### config.mk
export PLATFORM = sky130hd
export DESIGN_NAME = lptm_protection_monitor
export DESIGN_NICKNAME = d
export VERILOG_FILES = /design/src/lptm_pkg.sv /design/src/lptm_delay_timer.sv /design/src/lptm_protection_monitor.sv
export SDC_FILE = /design/constraint.sdc
export NUM_CORES = 1
export LEC_CHECK = 0
export ABC_AREA = 1
export BUFFER_PORTS_ARGS = -buffer_cell sky130_fd_sc_hd__clkbuf_2
export CORE_UTILIZATION = 30
export DETAILED_ROUTE_END_ITERATION = 7
export GPL_TIMING_DRIVEN = 0
export PLACE_DENSITY = 0.46
export SYNTH_ARGS = -nofsm -noshare
export SYNTH_HDL_FRONTEND = slang
export SYNTH_SLANG_ARGS = --single-unit
### constraint.sdc
create_clock -name ref_clk -period 6.4 [get_ports ref_clk]
set_input_delay 0.64 -clock ref_clk [delete_from_list [all_inputs] [get_ports ref_clk]]
set_output_delay 0.64 -clock ref_clk [all_outputs]
set_load 0.01 [all_outputs]
### src/lptm_pkg.sv
/*
  constants, field layouts and types shared by the load protection
  trip monitor and its delay timer.
  assumes a 125 MHz ref_clk and a 32-bit plain register port.
*/
package lptm_pkg;

  // ----------------------------------------------------------------
  // timing
  // ----------------------------------------------------------------
  localparam int CLK_HZ          = 125_000_000;
  localparam int TICK_S          = 1;
  localparam int TICK_CYCLES_DEF = CLK_HZ * TICK_S;

  // ----------------------------------------------------------------
  // setting limits and reset values
  // ----------------------------------------------------------------
  localparam logic [7:0] RATED_PCT     = 8'h64;
  localparam logic [6:0] THR_MAX       = 7'h63;
  localparam logic [6:0] DLY_MIN       = 7'h01;
  localparam logic [6:0] DLY_MAX       = 7'h63;
  localparam logic [6:0] THR_RST       = 7'h1e;
  localparam logic [6:0] DLY_RST       = 7'h01;
  localparam logic       BYP_EN_RST    = 1'h1;
  localparam logic [15:0] RATED_PWR_RST = 16'h0064;

  // ----------------------------------------------------------------
  // register offsets
  // ----------------------------------------------------------------
  localparam logic [7:0] OFF_LOW_TORQUE  = 8'h00;
  localparam logic [7:0] OFF_HIGH_TORQUE = 8'h04;
  localparam logic [7:0] OFF_LOW_POWER   = 8'h08;
  localparam logic [7:0] OFF_HIGH_POWER  = 8'h0c;
  localparam logic [7:0] OFF_MISC        = 8'h10;
  localparam logic [7:0] OFF_RATED_POWER = 8'h14;
  localparam logic [7:0] OFF_STATUS      = 8'h18;

  // ----------------------------------------------------------------
  // field positions
  // ----------------------------------------------------------------
  localparam int FLD_MODE_LSB   = 0;
  localparam int FLD_THR_LSB    = 8;
  localparam int FLD_DLY_LSB    = 16;
  localparam int FLD_PHASE_LSB  = 0;
  localparam int FLD_BYP_EN_BIT = 4;

  // protection index; status holds fault at 2*i, alarm at 2*i+1
  localparam int PROT_N          = 4;
  localparam int ST_PH_RST_FAULT = 8;
  localparam int ST_PH_RTS_FAULT = 9;
  localparam int ST_BYP_FAULT    = 10;
  localparam int STATUS_W        = 11;
  localparam logic [10:0] FAULT_MASK = 11'h755;
  localparam logic [10:0] ALARM_MASK = 11'h0aa;

  typedef enum logic [1:0] {
    MODE_OFF,
    MODE_FAULT,
    MODE_ALARM
  } lptm_mode_type;

  typedef enum logic [1:0] {
    PHASE_NONE,
    PHASE_RST,
    PHASE_RTS
  } lptm_phase_type;

  typedef struct packed {
    lptm_mode_type mode;
    logic [6:0]    thr;
    logic [6:0]    dly;
  } lptm_prot_cfg_type;

endpackage

### src/lptm_delay_timer.sv
/*
  delay timer for one protection: counts whole seconds of an
  uninterrupted violation and flags expiry.
  assumes cond and dly come from logic on ref_clk.
*/
`timescale 1ns/1ps
module lptm_delay_timer
  import lptm_pkg::*;
#(
  parameter int TICK_CYCLES = TICK_CYCLES_DEF
) (
  input  wire logic       ref_clk,
  input  wire logic       rst,
  input  wire logic       cond,
  input  wire logic [6:0] dly,
  output logic            expired
);

  localparam int CW = $clog2(TICK_CYCLES + 1);
  localparam logic [CW-1:0] CYC_LAST = CW'(TICK_CYCLES - 1);

  typedef struct packed {
    logic [CW-1:0] cyc;
    logic [6:0]    sec;
  } lptm_timer_state_type;

  lptm_timer_state_type state_r;
  lptm_timer_state_type state_nxt;

  // ----------------------------------------------------------------
  // counting
  // ----------------------------------------------------------------
  always_comb begin
    state_nxt = state_r;
    if (!cond) begin
      state_nxt = '0;
    end else if (state_r.sec < dly) begin
      if (state_r.cyc == CYC_LAST) begin
        state_nxt.cyc = '0;
        state_nxt.sec = state_r.sec + 7'h01;
      end else begin
        state_nxt.cyc = state_r.cyc + 1'b1;
      end
    end
    if (rst) begin
      state_nxt = '0;
    end
  end

  always_ff @(posedge ref_clk) begin
    state_r <= state_nxt;
  end

  // seconds saturate at dly so the count cannot wrap
  assign expired = cond && (state_r.sec >= dly);
endmodule

### src/lptm_protection_monitor.sv
/*
  load protection trip monitor: torque and power under/over trips,
  phase order check at start and bypass undercurrent check.
  assumes the measurement unit and start/bypass sequencer run on
  ref_clk and hold their outputs valid every cycle.
*/
// Decided for this implementation: the plain strobed port and the placing of the registers.
`timescale 1ns/1ps

// What this block does
// - low torque mode: 0 off, 1 fault disabling motor, 2 alarm; default 0.
// - low torque level 0..99 pct, default 30; delay 1..99 s, default 1.
// - torque below 100 minus threshold for the whole delay trips per mode.
// - high torque mode: 0 off, 1 fault, 2 alarm; default 0.
// - high torque level 0..99 pct, default 30; delay 1..99 s, default 1.
// - torque above 100 plus threshold for the whole delay trips per mode.
// - torque deviation is measured percentage against 100 percent rated.
// - torque and power checks run only at full voltage after start.
// - low power mode: 0 off, 1 fault, 2 alarm; default 0.
// - low power level 0..99 pct, default 30; delay 1..99 s, default 1.
// - high power mode: 0 off, 1 fault, 2 alarm; default 0.
// - high power level 0..99 pct, default 30; delay 1..99 s, default 1.
// - power deviation is power minus rated, over rated, in percent.
// - power below rated minus threshold for the whole delay trips per mode.
// - power above rated plus threshold for the whole delay trips per mode.
// - with phase check enabled, phase order is checked at every start.
// - phase select 0 none, 1 only R-S-T, 2 only R-T-S; own fault each.
// - bypass low current check, default on: fault and block closing.
// - with bypass check off, low current motors may start and bypass.
module lptm_protection_monitor
  import lptm_pkg::*;
#(
  parameter int TICK_CYCLES = TICK_CYCLES_DEF,
  parameter int TORQUE_W    = 10,
  parameter int POWER_W     = 16
) (
  input  wire logic                ref_clk,
  input  wire logic                rst,
  input  wire logic [7:0]          regAddr,
  input  wire logic [31:0]         regWrData,
  input  wire logic                regWrEn,
  input  wire logic                regRdEn,
  output logic      [31:0]         regRdData,
  input  wire logic                fullVoltage,
  input  wire logic [TORQUE_W-1:0] presentTorquePct,
  input  wire logic [POWER_W-1:0]  measuredActivePower,
  input  wire logic                motorStart,
  input  wire logic                phaseIsRts,
  input  wire logic                bypassCloseReq,
  input  wire logic                currentBelowMin,
  input  wire logic                supplyFault,
  input  wire logic                thyristorFault,
  output logic                     bypassCloseGrant,
  output logic                     motorDisable,
  output logic                     alarmActive,
  output logic      [STATUS_W-1:0] statusFlags
);

  localparam int PW = POWER_W + 8;

  typedef struct packed {
    lptm_prot_cfg_type [PROT_N-1:0] prot;
    lptm_phase_type                 phaseSel;
    logic                           bypEn;
    logic [POWER_W-1:0]             ratedPower;
    logic [STATUS_W-1:0]            status;
    logic [31:0]                    rdata;
    logic                           grant;
  } lptm_state_type;

  lptm_state_type state_r;
  lptm_state_type state_nxt;
  logic [PROT_N-1:0] violate;
  logic [PROT_N-1:0] cond;
  logic [PROT_N-1:0] expired;

  // ----------------------------------------------------------------
  // helpers
  // ----------------------------------------------------------------
  // out-of-range writes are pulled into the legal setting range
  function automatic lptm_prot_cfg_type clampCfg(input logic [31:0] d);
    lptm_prot_cfg_type c;
    logic [1:0] m;
    logic [6:0] t;
    logic [6:0] y;
    m = d[FLD_MODE_LSB +: 2];
    t = d[FLD_THR_LSB +: 7];
    y = d[FLD_DLY_LSB +: 7];
    c.mode = (m > 2'h2) ? MODE_OFF : lptm_mode_type'(m);
    c.thr  = (t > THR_MAX) ? THR_MAX : t;
    c.dly  = (y < DLY_MIN) ? DLY_MIN : ((y > DLY_MAX) ? DLY_MAX : y);
    return c;
  endfunction

  function automatic logic [31:0] packCfg(input lptm_prot_cfg_type c);
    logic [31:0] w;
    w = 32'h0000_0000;
    w[FLD_MODE_LSB +: 2] = c.mode;
    w[FLD_THR_LSB +: 7]  = c.thr;
    w[FLD_DLY_LSB +: 7]  = c.dly;
    return w;
  endfunction

  // value times a percentage; compares replace a divider
  function automatic logic [PW-1:0] scalePct(input logic [POWER_W-1:0] v,
                                             input logic [7:0] pct);
    return PW'(v) * PW'(pct);
  endfunction

  function automatic lptm_state_type stateRst();
    lptm_state_type r;
    r = '0;
    for (int i = 0; i < PROT_N; i++) begin
      r.prot[i].mode = MODE_OFF;
      r.prot[i].thr  = THR_RST;
      r.prot[i].dly  = DLY_RST;
    end
    r.phaseSel   = PHASE_NONE;
    r.bypEn      = BYP_EN_RST;
    r.ratedPower = POWER_W'(RATED_PWR_RST);
    return r;
  endfunction

  // ----------------------------------------------------------------
  // deviation compares
  // ----------------------------------------------------------------
  always_comb begin
    logic [TORQUE_W:0] tq;
    logic [PW-1:0]     pScaled;
    tq = {1'b0, presentTorquePct};
    pScaled = scalePct(measuredActivePower, RATED_PCT);
    // torque percent against 100 plus or minus the threshold
    violate[0] = tq < (TORQUE_W+1)'(RATED_PCT - {1'b0, state_r.prot[0].thr});
    violate[1] = tq > (TORQUE_W+1)'(RATED_PCT + {1'b0, state_r.prot[1].thr});
    // 100*P against rated*(100 -/+ thr)
    violate[2] = pScaled < scalePct(state_r.ratedPower,
                                    RATED_PCT - {1'b0, state_r.prot[2].thr});
    violate[3] = pScaled > scalePct(state_r.ratedPower,
                                    RATED_PCT + {1'b0, state_r.prot[3].thr});
    for (int i = 0; i < PROT_N; i++) begin
      // ignored while starting
      cond[i] = fullVoltage && (state_r.prot[i].mode != MODE_OFF)
                && violate[i];
    end
  end

  // ----------------------------------------------------------------
  // delay timers
  // ----------------------------------------------------------------
  for (genvar g = 0; g < PROT_N; g++) begin : gTimer
    lptm_delay_timer #(
      .TICK_CYCLES (TICK_CYCLES)
    ) uTimer (
      .ref_clk (ref_clk),
      .rst     (rst),
      .cond    (cond[g]),
      .dly     (state_r.prot[g].dly),
      .expired (expired[g])
    );
  end

  // ----------------------------------------------------------------
  // registers and events
  // ----------------------------------------------------------------
  always_comb begin
    state_nxt = state_r;
    state_nxt.rdata = 32'h0000_0000;
    state_nxt.grant = 1'b0;
    if (regWrEn) begin
      case (regAddr)
        OFF_LOW_TORQUE:  state_nxt.prot[0] = clampCfg(regWrData);
        OFF_HIGH_TORQUE: state_nxt.prot[1] = clampCfg(regWrData);
        OFF_LOW_POWER:   state_nxt.prot[2] = clampCfg(regWrData);
        OFF_HIGH_POWER:  state_nxt.prot[3] = clampCfg(regWrData);
        OFF_MISC: begin
          state_nxt.phaseSel =
            (regWrData[FLD_PHASE_LSB +: 2] > 2'h2) ? PHASE_NONE :
            lptm_phase_type'(regWrData[FLD_PHASE_LSB +: 2]);
          state_nxt.bypEn = regWrData[FLD_BYP_EN_BIT];
        end
        OFF_RATED_POWER: state_nxt.ratedPower = regWrData[POWER_W-1:0];
        // write one to clear; events below are applied after, so set wins
        OFF_STATUS: state_nxt.status = state_r.status
                                       & ~regWrData[STATUS_W-1:0];
        default: ;
      endcase
    end
    if (regRdEn) begin
      case (regAddr)
        OFF_LOW_TORQUE:  state_nxt.rdata = packCfg(state_r.prot[0]);
        OFF_HIGH_TORQUE: state_nxt.rdata = packCfg(state_r.prot[1]);
        OFF_LOW_POWER:   state_nxt.rdata = packCfg(state_r.prot[2]);
        OFF_HIGH_POWER:  state_nxt.rdata = packCfg(state_r.prot[3]);
        OFF_MISC: begin
          state_nxt.rdata[FLD_PHASE_LSB +: 2] = state_r.phaseSel;
          state_nxt.rdata[FLD_BYP_EN_BIT]     = state_r.bypEn;
        end
        OFF_RATED_POWER: state_nxt.rdata[POWER_W-1:0] = state_r.ratedPower;
        OFF_STATUS:      state_nxt.rdata[STATUS_W-1:0] = state_r.status;
        default: ;
      endcase
    end
    for (int i = 0; i < PROT_N; i++) begin
      if (expired[i]) begin
        if (state_r.prot[i].mode == MODE_FAULT) begin
          state_nxt.status[2*i] = 1'b1;
        end else if (state_r.prot[i].mode == MODE_ALARM) begin
          state_nxt.status[2*i+1] = 1'b1;
        end
      end
    end
    if (motorStart) begin
      if (state_r.phaseSel == PHASE_RST && phaseIsRts) begin
        state_nxt.status[ST_PH_RST_FAULT] = 1'b1;
      end
      if (state_r.phaseSel == PHASE_RTS && !phaseIsRts) begin
        state_nxt.status[ST_PH_RTS_FAULT] = 1'b1;
      end
    end
    if (bypassCloseReq) begin
      if (state_r.bypEn && (currentBelowMin || supplyFault
                            || thyristorFault)) begin
        state_nxt.status[ST_BYP_FAULT] = 1'b1;
      end else begin
        state_nxt.grant = 1'b1;
      end
    end
    if (rst) begin
      state_nxt = stateRst();
    end
  end

  always_ff @(posedge ref_clk) begin
    state_r <= state_nxt;
  end

  // ----------------------------------------------------------------
  // outputs
  // ----------------------------------------------------------------
  assign regRdData        = state_r.rdata;
  assign bypassCloseGrant = state_r.grant;
  assign statusFlags      = state_r.status;
  // faults stay until software clears them, so the motor stays off
  assign motorDisable     = |(state_r.status & FAULT_MASK);
  assign alarmActive      = |(state_r.status & ALARM_MASK);
endmodule

Yosys cells after proc, flatten, opt, wreduce, memory -nomap -nowiden
Cells that the tools add are included.
{"block": "op_classes", "n_mux": 38, "add_sub_neg": 12, "n_eq_ne": 20, "reduce_logical": 41, "multipliers": 3, "bitwise": 8, "n_lt_le_gt_ge": 16}
{"op": "adder 27 x 1 -> 27 bit, second input constant", "n": 4}
{"op": "equality test 27 bit, second input constant", "n": 4}
{"op": "two-way mux 27 bit", "n": 4}
{"op": "multiplier 16 x 8 -> 24 bit", "n": 2}
{"op": "case mux 6 bit (6 select lines)", "n": 1}
{"op": "adder 7 x 1 -> 7 bit, second input constant", "n": 4}
{"op": ">= comparator 7 bit", "n": 4}
{"op": "< comparator 7 bit", "n": 4}
{"op": "case mux 7 bit (4 select lines)", "n": 1}
{"op": "case mux 5 bit (5 select lines)", "n": 1}
{"op": "equality test 8 x 5 -> 1 bit, second input constant", "n": 3}
{"op": "greater-than comparator 23 x 24 -> 1 bit", "n": 1}
{"op": "< comparator 23 x 24 -> 1 bit", "n": 1}
{"op": "two-way mux 11 bit", "n": 2}
{"op": "multiplier 16 x 5 -> 21 bit, second input constant", "n": 1}
{"op": "two-way mux 7 bit", "n": 3}
{"op": "AND reduction 2 bit", "n": 10}
{"op": "two-way mux 1 bit", "n": 17}
{"op": "adder 7 x 7 -> 8 bit, first input constant", "n": 2}
{"op": "equality test 8 x 4 -> 1 bit, second input constant", "n": 2}
{"op": "subtractor 7 x 7 -> 8 bit, first input constant", "n": 2}
{"op": "logical AND 1 bit", "n": 15}
{"op": "greater-than comparator 7 bit, second input constant", "n": 2}
{"op": "case mux 2 bit (7 select lines)", "n": 1}
{"op": "20 further kinds", "n": 47}
{"block": "word_totals", "in_bits": 77, "elab_cells": 164, "regBits": 263}

Depth between registers and ports, before layout
{"block": "logic_depth", "depth_word": 7, "depth_mapped": 41, "depth_no_buf": 39}

Cells and area by module
A second synthesis with hierarchy kept.
{"block": "hier_totals", "hier_cells": 3709, "hier_area_um2": 25973.7}
{"mod": "lptm_protection_monitor", "area_per_inst_um2": 16479.6, "n_inst": 1, "seq_area_each_um2": 2362.3, "cells_per_inst": 2205}
{"mod": "lptm_delay_timer", "area_per_inst_um2": 2373.5, "n_inst": 4, "seq_area_each_um2": 680.7, "cells_per_inst": 376}

Worst setup path before layout
Ideal clock, no wire load.
{"block": "synth_timing", "path_type": "reg2reg", "startpoint": "register state_r[102] (netlist name)", "endpoint": "register gTimer[2].uTimer.state_r[31] (netlist name)", "arrival_ns": 6.359, "stages_incl_launch_ff": 37, "synth_period_minus_slack_ns": 6.421, "path_slack_ns": -0.021, "n_path_buf": 3, "required_time_ns": 6.339, "cell_sequence": "dfxtp_1 > buf_2 > inv_1 > ha_1 > or2_2 > nand3_1 > nand3_1 > nand2_1 > clkbuf_1 > nor2_1 > fa_1 > fa_1 > fa_1 > inv_1 > fa_1 > inv_1 > ha_1 > nand2_1 > nor2_1 > nand2_1 > o211ai_1 > a31oi_1 > o21bai_1 > inv_1 > o21bai_1 > xnor2_1 > ha_1 > nand2_1 > nor2_1 > a211oi_1 > nor2_2 > nor2_4 > nand3_4 > inv_4 > nand2_4 > buf_12 > nor2_4"}
{"block": "synth_between", "elab_chain_cells": 6}
{"item": "start: declaration", "line": "lptm_protection_monitor.sv:71", "source": "lptm_state_type state_r;"}
{"item": "start signal: assignment", "line": "lptm_protection_monitor.sv:234", "source": "state_r <= state_nxt;"}
{"item": "subtractor 7 x 7 -> 8 bit", "line": "lptm_protection_monitor.sv:137", "source": "RATED_PCT - {1'b0, state_r.prot[2].thr});"}
{"item": "multiplier 16 x 8 -> 24 bit", "line": "lptm_protection_monitor.sv:107", "source": "return PW'(v) * PW'(pct);"}
{"item": "< comparator 23 x 24 -> 1 bit", "line": "lptm_protection_monitor.sv:136", "source": "violate[2] = pScaled < scalePct(state_r.ratedPower,"}
{"item": "logical AND 1 bit", "line": "lptm_protection_monitor.sv:143", "source": "&& violate[i];"}
{"item": "inverter 1 bit (no source line)"}
{"item": "OR reduction 2 bit (no source line)"}
{"item": "end signal: assignment", "line": "lptm_delay_timer.sv:51", "source": "state_r <= state_nxt;"}
{"item": "end: declaration", "line": "lptm_delay_timer.sv:27", "source": "lptm_timer_state_type state_r;"}
Every way passes these cells.
A chain may end at the register's enable or synchronous reset.

Worst setup path after layout
{"block": "layout_timing", "startpoint": "register state_r[102] (netlist name)", "endpoint": "register gTimer[2].uTimer.state_r[15] (netlist name)"}
Same word-level chain as after synthesis.

==> impl_metrics.csv <==
group,metric,value,unit
layout,drive_above_1_share,0.170,
status,violations,"design-rule violations, negative setup slack",
worst_setup_path,cp_max_fo,5,
global_route,grt.total_usage,0.200,
placement,io_buffer_count,103,
worst_setup_path,worstPathArrival,6.93,ns
die,core,0.0808,sq mm
synthesis,synth-seq-cells,254,
worst_setup_path,crit_top_cell,"nor2_4",
synthesis,ys_warn_count,0,
power,p_sw,1340,uW
power,p_int,3060,uW
worst_setup_path,cpMaxStageDelayCell,"fa_1",
power,leakage,0.0128,uW
power,p_clk_frac,0.432,
clock_tree,insertion_delay,0.54,ns
clock_tree,cts_tree,"built",
die,initial_core_util,0.304,
routing,drt_iter0_markers,1420,
worst_setup_path,path_class,"register to register",
synthesis,synth_edf_count,0,
timing,period_share,1.01,
die,rows,104,
die,num_io_pins,123,
placement,gp_congestion,0.868,
clock_tree,cts_hold_buf,0,
synthesis,synth_area,0.0245,sq mm
die,die_x,288,um
clock_tree,h-tree-depth,2,
power,combPwrFrac,0.207,
status,status,"finished with violations",
synthesis,syn_avg_cell_area,7.24,sq um
layout,final_net_count,4100,
global_route,gr-total-overflow,0,
global_route,antenna_found_initial,8,
global_route,grt_pass1_wl,129000,um
routing,drc,28,
routing,wl,82900,um
global_route,grt_max_degree,13,
timing,fmax,0.155,GHz
die,die_y,288,um
synthesis,syn-instance-count,3389,
layout,fillers,8624,
routing,routedWlPerCell,17.7,um
worst_setup_path,critPathTopFamily,"adder cells",
synthesis,synth_cell_types,66,
min_path,hp-class,"input port to register",
timing,setup_viol,12,
clock_tree,cts.clk_slew.worst_paths,0.06,ns
worst_setup_path,max_stage_delay,0.57,ns
die,dieArea,0.0830,sq mm
synthesis,async_reset_ff_frac,0,
timing,skew,0.0288,ns
clock_tree,clock-sinks,254,
worst_setup_path,start_kind,"register",
timing,tightestPinTransition,1.12,ns
power,switching_share,0.304,
power,ir_drop,0.128,mV
timing,fin_ws,-0.0622,ns
global_route,grt_pass1_vias,22200,
clock_tree,clockBufferDepth,3,
layout,fin_area,0.0296,sq mm
timing,period_needed,6.46,ns
timing,maxSlewHeadroom,0.241,
placement,dpl_cell_area,0.0264,sq mm
power,pwr_density_cell,149,mW/mm^2
layout,area_delta_synth_final,20.4,%
timing,final-max-slew-violation-count,0,
synthesis,synth-seq-area-share,0.207,
clock_tree,cts_root_buffer,"clkbuf_16",
routing,ant_nets,0,
worst_setup_path,crit_buf_inv,10,
placement,hpwl,66000,um
power,seqPwrFrac,0.361,
worst_setup_path,rrSetupSlack,-0.06,ns
timing,hold_viol,0,
worst_setup_path,critPathRequiredTime,6.87,ns
clock_tree,cts_made_buffers,34,
timing,fin_tns_setup,-0.667,ns
timing,rsz0062_at_grt,"yes",
routing,vias,22900,
layout,final_core_util,0.366,
worst_setup_path,cp-end-kind,"register",
timing,hold_ws,0.434,ns
synthesis,ys.flop_type,"dfxtp_1",
job,max_cap_violations,0,
routing,dr.pass1.iters,8,
routing,viasPerCell,4.89,
[per-stage QoR]
stage	power [uW]	cells	setup WS (ns)
finish	4390	4690	-0.0622
global route	4640	4688	-0.351
CTS	4410	4660	-0.0000493
detailed placement	2440	4560	-1.80
global placement	2440	4560	-1.80
floorplan	2180	3397	0.0649
[final cells by class]
class	instances	area (sq um)	area share
multi-input cells	2374	17400	0.589
flip-flops and latches	254	5110	0.173
inverters	626	2390	0.0809
repair buffers	192	1360	0.0461
well taps	1060	1330	0.0449
clock buffers	51	1030	0.0347
plain buffers	123	843	0.0285
clock inverters	8	72.6	0.00246
diodes	2	5.00	0.000169
[cell usage after synthesis (3+ instances only)]
cell	instances	area share
buf_4	43	0.013
nor4_1	32	0.0082
nand3_2	4	0.0016
nand3b_1	3	0.00092
nor2_4	15	0.0069
a31oi_1	9	0.0023
a31o_2	3	0.0011
o211ai_1	8	0.0024
a21oi_1	245	0.050
a221oi_1	12	0.0043
o22ai_1	13	0.0033
xor2_1	79	0.028
clkbuf_1	81	0.012
o21ai_0	128	0.026
o221ai_1	6	0.0021
dfxtp_1	254	0.21
a22oi_1	5	0.0015
o21ai_1	9	0.0018
nand4_1	75	0.019
nor3b_1	10	0.0031
nand3_1	113	0.023
inv_1	600	0.092
nor3_1	95	0.019
xnor2_1	45	0.016
or2_0	4	0.0010
and3_1	4	0.0010
inv_2	14	0.0021
a21o_1	8	0.0024
nor2_2	10	0.0025
clkinv_1	11	0.0017
fa_1	179	0.15
ha_1	239	0.12
nand2_1	572	0.087
o31ai_1	9	0.0028
a211oi_1	13	0.0040
or2_2	4	0.0010
nor2_1	358	0.055
nand2_2	4	0.0010
o21a_1	8	0.0024
nor3_2	12	0.0049
o21bai_1	8	0.0024
buf_2	15	0.0031
[what timing repair did]
action                     4_1_cts  5_1_grt
setup buffers                   54       27
hold endpoints to repair         0        0
gates resized for setup        211      148
pin swaps                       93       83
setup endpoints to repair       72       72
cloned                           6        3
[metal layers]
layer | global-route usage | part of all wire | vias up
met4 | 0.0447 | 0.025 | 10
met2 | 0.323 | 0.45 | 574
li1 | - | - | 11300
met3 | 0.0334 | 0.061 | 129
met5 | 0 | 0.00075 | -
met1 | 0.277 | 0.46 | 10900
[flip-flops by register name (all words and copies together), names as in the netlist]
| signal | count |
|---|---|
| bypassCloseGrant | 1 |
| gTimer.uTimer.state_r | 136 |
| regRdData | 23 |
| state_r | 83 |
| statusFlags | 11 |
[logic make-up (layout without fill, tap and decap cells)]
logic type / Yosys count / in the layout / synth area share
other: 1 / 11 / 0.000153
buffers and inverters: 769 / 1000 / 0.126
and+or+nand+nor: 1326 / 1326 / 0.241
xor gates and xnor gates: 124 / 124 / 0.0442
adders and majority gates: 418 / 418 / 0.268
AOI/OAI and AO/OA: 497 / 497 / 0.114
DFF: 254 / 254 / 0.207
[power by group through the flow]
stage	Combinational (uW)	Sequential [uW]	Clock [uW]
2_1_floorplan	561	1620	0
3_3_place_gp	814	1620	0
3_5_place_dp	821	1620	0
4_1_cts	874	1590	1950
5_1_grt	1040	1590	2020
6_report	909	1590	1900
[cell usage in the layout (no fill, tap or decap), types with 52 or more instances in the layout]
cell type | netlist | layout
nand2_1 | 572 | 536
ha_1 | 239 | 216
nand3_1 | 113 | 103
clkbuf_1 | 81 | 52
nor2_1 | 358 | 326
xor2_1 | 79 | 76
nor3_1 | 95 | 84
buf_4 | 43 | 113
dfxtp_1 | 254 | 237
nand4_1 | 75 | 75
fa_1 | 179 | 176
clkbuf_2 | 0 | 108
inv_1 | 600 | 569
a21oi_1 | 245 | 220
o21ai_0 | 128 | 120
[worst register-to-register path, delay by kind of cell (launching register included)]
family / cells / cell delay (ns)
fa+ha+maj: 7 / 2.72
simple gates: 15 / 1.52
xor+xnor: 1 / 0.23
buf+inv: 10 / 1.08
flops: 1 / 0.37
compound gates: 4 / 0.51
[worst paths after layout]
kind | from | cells past startpoint | to
setup / recovery | state_r[102]$_SDFFE_PP0P_ | 37 | gTimer[2].uTimer.state_r[15]$_SDFFE_PP0P_
setup reg to reg | state_r[102]$_SDFFE_PP0P_ | 37 | gTimer[2].uTimer.state_r[15]$_SDFFE_PP0P_
hold reg to reg | gTimer[1].uTimer.state_r[6]$_SDFFE_PP0P_ | 2 | gTimer[1].uTimer.state_r[6]$_SDFFE_PP0P_
hold / removal | bypassCloseReq | 3 | bypassCloseGrant$_SDFF_PP0_
Power figures use the tool's default switching activity.
